==> src/rtl/dcr_pkg.sv <==
// Purpose: constants and types for the clear-code and reset-cause register slice
// Assumes: AXI4-Lite slave, 32-bit data, index offsets times four
// Notes: flag positions follow the figure, bits 3:0
// Operation
// broadcast write copies code bits 15:4
// only broadcast-enabled channels take the code
// broadcast register at Eh, low nibble zero
// flag register at Fh resets to 000Fh
// supply collapse event sets its flag
// reset pin event sets its flag
// io supply reset sets its flag
// main supply por sets its flag
// channel 0 code at 10h, read-write
// channel 1 code at 11h, read-write
// channel 2 code at 12h, read-write
// cleared channel drives its clear code
// flags stick until software writes zero
package dcr_pkg;
  localparam int          NCH            = 3;
  localparam logic [7:0]  IDX_BCAST      = 8'h0E;
  localparam logic [7:0]  IDX_FLAGS      = 8'h0F;
  localparam logic [7:0]  IDX_CH0        = 8'h10;
  localparam logic [7:0]  IDX_CH1        = 8'h11;
  localparam logic [7:0]  IDX_CH2        = 8'h12;
  localparam logic [7:0]  IDX_CTRL       = 8'h20;
  localparam logic [7:0]  IDX_IRQ_STAT   = 8'h21;
  localparam logic [7:0]  IDX_IRQ_MASK   = 8'h22;
  localparam int          CODE_LSB       = 4;
  localparam logic [15:0] RST_CODE       = 16'h0000;
  localparam logic [3:0]  RST_FLAGS      = 4'hF;
  localparam logic [1:0]  RESP_OKAY      = 2'h0;
  localparam logic [1:0]  RESP_SLVERR    = 2'h2;
  localparam int          FLAG_COLLAPSE  = 3;
  localparam int          FLAG_PIN       = 2;
  localparam int          FLAG_IO        = 1;
  localparam int          FLAG_POR       = 0;

  typedef struct packed {
    logic [NCH-1:0] bcast_en;
    logic [NCH-1:0] soft_clear;
  } dcr_ctrl_type;
endpackage

==> src/rtl/dcr_regs.sv <==
// Purpose: register slice holding clear codes, buffer codes and reset-cause flags
// Assumes: event inputs come from other clock or analog domains, synchronised here
// Notes: unmapped addresses answer SLVERR and read zero
//
// Register access over AXI4-Lite was left to the implementer.
`timescale 1ns/1ns
module dcr_regs
  import dcr_pkg::*;
(
  input  wire logic              clk,            // 50 MHz clock
  input  wire logic              srst,           // sync reset, active high
  input  wire logic [7:0]        s_axi_awaddr,   // write address
  input  wire logic              s_axi_awvalid,  // write address valid
  output logic                   s_axi_awready,  // write address ready
  input  wire logic [31:0]       s_axi_wdata,    // write data
  input  wire logic [3:0]        s_axi_wstrb,    // write strobes
  input  wire logic              s_axi_wvalid,   // write data valid
  output logic                   s_axi_wready,   // write data ready
  output logic [1:0]             s_axi_bresp,    // write response
  output logic                   s_axi_bvalid,   // write response valid
  input  wire logic              s_axi_bready,   // write response ready
  input  wire logic [7:0]        s_axi_araddr,   // read address
  input  wire logic              s_axi_arvalid,  // read address valid
  output logic                   s_axi_arready,  // read address ready
  output logic [31:0]            s_axi_rdata,    // read data
  output logic [1:0]             s_axi_rresp,    // read response
  output logic                   s_axi_rvalid,   // read data valid
  input  wire logic              s_axi_rready,   // read data ready
  input  wire logic              evt_collapse,   // supply collapse event
  input  wire logic              evt_pin_reset,  // reset pin event
  input  wire logic              evt_io_reset,   // io supply reset event
  input  wire logic              evt_por,        // main supply por event
  output logic [NCH*12-1:0]      channel_code,   // code driven per channel
  output logic                   irq             // level interrupt
);

  //////////////////////////////////////////////////////////////////////////
  function automatic logic [7:0] word_index(input logic [7:0] a);
    return {2'h0, a[7:2]};
  endfunction

  logic [3:0]        ev_s1;
  logic [3:0]        ev_s2;
  logic [3:0]        ev_d;
  logic [11:0]       bcast_code;
  logic [11:0]       clear_code [NCH];
  logic [11:0]       buf_code   [NCH];
  logic [3:0]        flags;
  logic [3:0]        irq_stat;
  logic [3:0]        irq_mask;
  dcr_ctrl_type      ctrl;
  logic              aw_held;
  logic              w_held;
  logic [7:0]        aw_idx;
  logic [31:0]       w_data;
  logic [3:0]        w_strb;

  wire [3:0] ev_rise = ev_s2 & ~ev_d;
  wire       do_wr   = aw_held & w_held & ~s_axi_bvalid;
  wire       wr_lo   = w_strb[0];
  wire       wr_hi   = w_strb[1];
  wire       do_rd   = s_axi_arvalid & s_axi_arready;
  wire [7:0] rd_idx  = word_index(s_axi_araddr);
  wire       wr_bc   = do_wr & (aw_idx == IDX_BCAST);
  wire       wr_fl   = do_wr & (aw_idx == IDX_FLAGS) & wr_lo;
  wire       wr_ct   = do_wr & (aw_idx == IDX_CTRL) & wr_lo;
  wire       wr_mk   = do_wr & (aw_idx == IDX_IRQ_MASK) & wr_lo;
  wire       rd_st   = do_rd & (rd_idx == IDX_IRQ_STAT);
  wire [11:0] w_code = {wr_hi ? w_data[15:8] : 8'h00, wr_lo ? w_data[7:4] : 4'h0};
  wire       wr_map  = (aw_idx == IDX_BCAST) | (aw_idx == IDX_FLAGS)
                     | (aw_idx == IDX_CH0) | (aw_idx == IDX_CH1) | (aw_idx == IDX_CH2)
                     | (aw_idx == IDX_CTRL) | (aw_idx == IDX_IRQ_STAT)
                     | (aw_idx == IDX_IRQ_MASK);

  logic [31:0] rd_mux;
  logic        rd_hit;
  always_comb begin
    rd_mux = 32'h0000_0000;
    rd_hit = 1'b1;
    if (rd_idx == IDX_BCAST) begin
      rd_mux = {16'h0000, bcast_code, 4'h0};
    end else if (rd_idx == IDX_FLAGS) begin
      rd_mux = {28'h0000000, flags};
    end else if (rd_idx == IDX_CH0) begin
      rd_mux = {16'h0000, buf_code[0], 4'h0};
    end else if (rd_idx == IDX_CH1) begin
      rd_mux = {16'h0000, buf_code[1], 4'h0};
    end else if (rd_idx == IDX_CH2) begin
      rd_mux = {16'h0000, buf_code[2], 4'h0};
    end else if (rd_idx == IDX_CTRL) begin
      rd_mux = {26'h0000000, ctrl};
    end else if (rd_idx == IDX_IRQ_STAT) begin
      rd_mux = {28'h0000000, irq_stat};
    end else if (rd_idx == IDX_IRQ_MASK) begin
      rd_mux = {28'h0000000, irq_mask};
    end else begin
      rd_hit = 1'b0;
    end
  end

  //////////////////////////////////////////////////////////////////////////
  // event synchroniser and edge detect
  always_ff @(posedge clk) begin
    if (srst) begin
      ev_s1 <= 4'h0;
      ev_s2 <= 4'h0;
      ev_d  <= 4'h0;
    end else begin
      ev_s1 <= {evt_collapse, evt_pin_reset, evt_io_reset, evt_por};
      ev_s2 <= ev_s1;
      ev_d  <= ev_s2;
    end
  end

  //////////////////////////////////////////////////////////////////////////
  // axi write channel
  always_ff @(posedge clk) begin
    if (srst) begin
      aw_held       <= 1'b0;
      w_held        <= 1'b0;
      aw_idx        <= 8'h00;
      w_data        <= 32'h0000_0000;
      w_strb        <= 4'h0;
      s_axi_awready <= 1'b0;
      s_axi_wready  <= 1'b0;
      s_axi_bvalid  <= 1'b0;
      s_axi_bresp   <= RESP_OKAY;
    end else begin
      s_axi_awready <= ~aw_held & ~s_axi_awready & s_axi_awvalid;
      s_axi_wready  <= ~w_held & ~s_axi_wready & s_axi_wvalid;
      if (s_axi_awvalid & s_axi_awready) begin
        aw_held <= 1'b1;
        aw_idx  <= word_index(s_axi_awaddr);
      end
      if (s_axi_wvalid & s_axi_wready) begin
        w_held <= 1'b1;
        w_data <= s_axi_wdata;
        w_strb <= s_axi_wstrb;
      end
      if (do_wr) begin
        aw_held      <= 1'b0;
        w_held       <= 1'b0;
        s_axi_bvalid <= 1'b1;
        s_axi_bresp  <= wr_map ? RESP_OKAY : RESP_SLVERR;
      end else if (s_axi_bready) begin
        s_axi_bvalid <= 1'b0;
      end
    end
  end

  //////////////////////////////////////////////////////////////////////////
  // axi read channel
  always_ff @(posedge clk) begin
    if (srst) begin
      s_axi_arready <= 1'b0;
      s_axi_rvalid  <= 1'b0;
      s_axi_rdata   <= 32'h0000_0000;
      s_axi_rresp   <= RESP_OKAY;
    end else begin
      s_axi_arready <= ~s_axi_arready & ~s_axi_rvalid & s_axi_arvalid;
      if (do_rd) begin
        s_axi_rvalid <= 1'b1;
        s_axi_rdata  <= rd_mux;
        s_axi_rresp  <= rd_hit ? RESP_OKAY : RESP_SLVERR;
      end else if (s_axi_rready) begin
        s_axi_rvalid <= 1'b0;
      end
    end
  end

  //////////////////////////////////////////////////////////////////////////
  // code registers
  always_ff @(posedge clk) begin
    if (srst) begin
      bcast_code <= RST_CODE[15:4];
      for (int i = 0; i < NCH; i++) begin
        clear_code[i] <= RST_CODE[15:4];
        buf_code[i]   <= RST_CODE[15:4];
      end
    end else begin
      if (wr_bc) begin
        bcast_code <= w_code;
      end
      for (int i = 0; i < NCH; i++) begin
        if (wr_bc & ctrl.bcast_en[i]) begin
          clear_code[i] <= w_code;
        end
        if (do_wr & (aw_idx == IDX_CH0 + 8'(i))) begin
          buf_code[i] <= w_code;
        end
      end
    end
  end

  // cleared channel drives its clear code
  always_ff @(posedge clk) begin
    if (srst) begin
      channel_code <= '0;
    end else begin
      for (int i = 0; i < NCH; i++) begin
        channel_code[i*12 +: 12] <= ctrl.soft_clear[i] ? clear_code[i] : buf_code[i];
      end
    end
  end

  //////////////////////////////////////////////////////////////////////////
  // flags, control, interrupt; hardware set beats software write
  always_ff @(posedge clk) begin
    if (srst) begin
      flags    <= RST_FLAGS;
      irq_stat <= 4'h0;
      irq_mask <= 4'h0;
      ctrl     <= '0;
      irq      <= 1'b0;
    end else begin
      flags    <= (wr_fl ? (flags & w_data[3:0]) : flags) | ev_rise;
      irq_stat <= (rd_st ? 4'h0 : irq_stat) | ev_rise;
      if (wr_mk) begin
        irq_mask <= w_data[3:0];
      end
      if (wr_ct) begin
        ctrl <= dcr_ctrl_type'(w_data[5:0]);
      end
      irq <= |(irq_stat & irq_mask);
    end
  end

  //////////////////////////////////////////////////////////////////////////
  AST_BCAST_LOAD: assert property (@(posedge clk) disable iff (srst)
    wr_bc & ctrl.bcast_en[0] |=> clear_code[0] == $past(w_code))
    else $error("broadcast code not loaded");
  AST_BCAST_SKIP: assert property (@(posedge clk) disable iff (srst)
    wr_bc & ~ctrl.bcast_en[1] |=> $stable(clear_code[1]))
    else $error("disabled channel changed");
  AST_BCAST_LOW: assert property (@(posedge clk) disable iff (srst)
    do_rd & (rd_idx == IDX_BCAST) |=> s_axi_rdata[3:0] == 4'h0)
    else $error("reserved bits nonzero");
  AST_FLAG_RESET: assert property (@(posedge clk)
    srst |=> flags == RST_FLAGS)
    else $error("flag reset value wrong");
  AST_COLLAPSE_SET: assert property (@(posedge clk) disable iff (srst)
    ev_rise[FLAG_COLLAPSE] |=> flags[FLAG_COLLAPSE])
    else $error("collapse flag not set");
  AST_PIN_SET: assert property (@(posedge clk) disable iff (srst)
    $rose(ev_s2[FLAG_PIN]) |=> flags[FLAG_PIN])
    else $error("pin flag not set");
  AST_IO_SET: assert property (@(posedge clk) disable iff (srst)
    ev_rise[FLAG_IO] & wr_fl |=> flags[FLAG_IO])
    else $error("io flag lost under write");
  AST_POR_SET: assert property (@(posedge clk) disable iff (srst)
    ev_rise[FLAG_POR] |=> flags[FLAG_POR] ##1 (flags[FLAG_POR] | $past(wr_fl)))
    else $error("por flag not sticky");
  AST_CH0_WR: assert property (@(posedge clk) disable iff (srst)
    do_wr & (aw_idx == IDX_CH0) |=> buf_code[0] == $past(w_code))
    else $error("channel 0 write lost");
  AST_CH1_WR: assert property (@(posedge clk) disable iff (srst)
    do_wr & (aw_idx == IDX_CH1) |=> buf_code[1] == $past(w_code))
    else $error("channel 1 write lost");
  AST_CH2_WR: assert property (@(posedge clk) disable iff (srst)
    do_wr & (aw_idx == IDX_CH2) |=> buf_code[2] == $past(w_code))
    else $error("channel 2 write lost");
  AST_CLEAR_DRIVE: assert property (@(posedge clk) disable iff (srst)
    ctrl.soft_clear[0] |=> channel_code[11:0] == $past(clear_code[0]))
    else $error("cleared channel code wrong");
  AST_FLAG_HOLD: assert property (@(posedge clk) disable iff (srst)
    flags[FLAG_PIN] & ~wr_fl |=> flags[FLAG_PIN])
    else $error("flag dropped without write");

endmodule

==> config.mk <==
export PLATFORM = sky130hd
export DESIGN_NAME = dcr_regs
export DESIGN_NICKNAME = d
export VERILOG_FILES = /design/src/rtl/dcr_pkg.sv /design/src/rtl/dcr_regs.sv
export SDC_FILE = /design/constraint.sdc
export NUM_CORES = 1
export LEC_CHECK = 0
export ABC_AREA = 0
export BUFFER_PORTS_ARGS = -buffer_cell sky130_fd_sc_hd__buf_2
export CAP_MARGIN = 15
export CORE_UTILIZATION = 46
export CTS_CLUSTER_SIZE = 20
export DETAILED_ROUTE_END_ITERATION = 7
export GPL_ROUTABILITY_DRIVEN = 1
export PLACE_DENSITY = 0.68
export SYNTH_ARGS = -nofsm -noshare
export SYNTH_HDL_FRONTEND = slang
export SYNTH_SLANG_ARGS = --single-unit
==> constraint.sdc <==
create_clock -name clk -period 2.5 [get_ports clk]
set_input_delay 0.25 -clock clk [delete_from_list [all_inputs] [get_ports clk]]
set_output_delay 0.25 -clock clk [all_outputs]
set_load 0.01 [all_outputs]
==> key figures <==
Run
  • Max Cap Violations: 0

Global route
  • Global-route wire length before repair: about 27 mm
  • Global route overflow: 0
  • Vias in the first global route: 5100
  • Largest net degree at the start of global routing: 46
  • Initial antenna violation count: 0
  • GRT Total Usage: 0.207

Clocking
  • CTS tree: yes
  • Clock tree buffer depth: 2
  • H-tree depth: 4
  • Root Driver: clkbuf_16
  • Clock Sinks: 200
  • CTS buffer count: 17
  • Skew-Pair Late Insertion Delay: between 400 and 500 ps
  • Hold-fix buffers, CTS: 0
  • CTS resizes: 0
  • Clk pin slew, worst setup/hold paths: 70 ps
  • Setup bufs post-CTS: 0

STA
  • Total negative slack: 0 ps
  • Minimum clock period: 2220 ps
  • FMAX: 451 MHz
  • Final setup vio count: 0
  • Worst-Margin Slew: 613 ps
  • RSZ-0062 raised after global routing: false
  • Period utilization: 0.886
  • Slew Limit Headroom: 0.590
  • Hold Vio Cnt, Final: 0
  • Max Slew Vio Count: 0
  • Worst Clk Skew: a little over 9 ps

Drt
  • DRT Wirelength: 17.6 mm
  • First-pass DRT Iterations: 4
  • Mean routed wirelength per cell: 16.5 µm
  • Detailed-route via count: roughly 5.6k
  • Via density: 5.24
  • Initial drt markers: 361
  • Final ANT Viol Nets: 0
  • Detailed-route DRC error count: 0

Setup path
  • Critical Path AT: 2480 ps
  • RR Startpoint: aw_idx[1]$_SDFFE_PP0P_
  • R2R depth: 4
  • Worst stage delay on the critical path: 580 ps
  • R2R Setup Slk: 280 ps
  • Worst path slowest cell: or4_4
  • CP Capture Type: flip-flop
  • Crit path required time: 2770 ps
  • CP Max Fanout: 13
  • CP cell instances: nand4b_1 > or4_4 > or3_4 > nor2_1
  • Reg-to-reg critical path endpoint: clear_code[0][11]$_DFFE_PP_
  • Critical path launch point type: flip-flop
  • Setup Crit Path Kind: flip-flop to flip-flop

Placed design
  • Placed inst area: 8450 µm²
  • Port Buf Inserts: 100
  • Detailed-placement wirelength estimate: between 10 and 15 mm
  • GPL Wtd Cong: 0.834

Die
  • Number of I/O pins: around 140
  • Die W: 132 µm
  • Row count: 47
  • Core box area: 16500 µm²
  • Starting Density: 0.471
  • Die Y: 132 µm
  • Full die area: 17400 µm²

Pwr
  • Leak Pwr: 3.47 nW
  • Peak supply drop: 0.530 mV
  • Power per cell area: 722 nW/µm²

Logic synthesis
  • Post-synthesis cell type count: 51
  • Yosys warns: 0
  • Avg Synthesized Cell Area: 10.5 µm²
  • Seq/Total Area, Yosys: 0.607
  • Synth area leader: dfxtp_1
  • Fraction of registers with async set/reset: 0
  • Main synth FF type: dfxtp_1
  • Yosys top cell area share: 0.329
  • Cell Area, Synth: 7780 µm²
  • Synthesized instance count: 742
  • Top cells by area, synth: dfxtp_1 (33%), edfxtp_1 (28%), mux2i_1 (6.2%)
  • Yosys reg bits: 200
  • Number of flops mapped to enable cells by yosys: 72

Min path
  • Worst Hold End: ev_s1[3]$_SDFF_PP0_
  • Hold-critical path depth: 2
  • Hold_sp: evt_collapse
  • Min-delay worst type: primary input to flip-flop

Final layout
  • Area grow syn2layout: 16.0%
  • Diodes inserted: 0
  • Share of post-route cells with drive strength above 1: 0.203
  • # nets final: 894
  • Final Instance Area: between 9000 and 10000 µm²

Status
  • Status: complete, no violations
==> critical path, delay by kind of cell, from the launching register on <==
family	cells	cell delay, ps
flops	1	470
simple gates	4	1570
==> worst max path at each step <==
| stage | from | to | slack (ps) |
|---|---|---|---|
| CTS | aw_idx[1]$_SDFFE_PP0P_ | clear_code[0][0]$_DFFE_PP_ | 330 |
| global route | aw_idx[1]$_SDFFE_PP0P_ | clear_code[0][12]$_DFFE_PP_ | 210 |
| detailed placement | aw_idx[1]$_SDFFE_PP0P_ | clear_code[0][0]$_DFFE_PP_ | 360 |
| floorplan | s_axi_bvalid$_SDFFE_PP0P_ | clear_code[0][0]$_DFFE_PP_ | 490 |
| global placement | w_held$_SDFFE_PP0P_ | clear_code[0][11]$_DFFE_PP_ | 390 |
| finish | aw_idx[1]$_SDFFE_PP0P_ | clear_code[0][11]$_DFFE_PP_ | 280 |
==> final cells by class <==
cell class	count	area [µm²]
clock buffers	22	508
clock inverters	10	72.6
flip-flops and latches	200	4720
well taps	220	275
inverters	14	52.6
repair buffers	119	646
multi-input cells	479	2750
fillers	1474	7500
==> sequential cells by signal, summed over array words and instances, names as in the netlist, 2 cells and up <==
name and flops:
ev_d 4, buf_code 36, aw_idx 6, ev_s1 4, channel_code 36, w_strb 2, ev_s2 4, clear_code 36
s_axi_rdata 16, irq_mask 4, ctrl 6, w_data 16, irq_stat 4, bcast_code 12, flags 4
==> per-layer routing <==
layer  vias up  part of all wire  GRT usage
li1       2737                 -          -
met1      2605              0.46      0.280
met2       198              0.46      0.325
met3        35             0.057     0.0404
met4         0             0.023     0.0885
met5         -                 0          0
==> cell families after synthesis <==
kind of cell | share of synthesized area
other | 0.000482
AOI/OAI and AO/OA | 0.0982
DFF | 0.607
and+or+nand+nor | 0.184
muxes | 0.0617
buffers and inverters | 0.0487
==> per-stage QoR <==
| step | total power [mW] | worst slack (ps) | hold WS (ps) | std cells | util |
|---|---|---|---|---|---|
| 2_1_floorplan | 3.80 | 490 | 378 | 759 | - |
| 3_3_place_gp | 3.91 | 393 | 423 | 1032 | 0.511 |
| 3_5_place_dp | 3.92 | 358 | 429 | 1032 | 0.511 |
| 4_1_cts | 6.56 | 327 | 8.09 | 1064 | 0.546 |
| 5_1_grt | 6.73 | 212 | 25.9 | 1064 | 0.546 |
| 6_report | 6.52 | 284 | 20.5 | 1064 | 0.546 |
==> cell usage after synthesis, drive strengths merged (9+ instances only) <==
| library cell | instances |
|---|---|
| dfxtp | 128 |
| nor2 | 97 |
| nand2 | 91 |
| edfxtp | 72 |
| a21oi | 61 |
| mux2i | 48 |
| clkbuf | 41 |
| buf | 25 |
| nor2b | 23 |
| nand2b | 21 |
| nand3 | 20 |
| o21ai | 15 |
| inv | 14 |
| a32oi | 10 |
| o41ai | 10 |
| nor3 | 9 |
==> power breakdown <==
group          switching (mW)  internal (mW)
logic                   0.214          0.120
registers              0.0553           3.46
clock network            1.20           1.47
==> layout by cell type (no fill, tap or decap), types with 20 or more instances in the layout <==
master     netlist  layout
dfxtp_1        128     128
buf_2            2      99
nand2_1         91      91
nor2_1          87      87
edfxtp_1        72      72
a21oi_1         61      61
mux2i_1         48      48
nor2b_1         23      23
nand2b_1        21      21
nand3_1         20      20
clkbuf_16        0      20
buf_4           18      20
No activity file was read; power rests on OpenSTA's default activity.
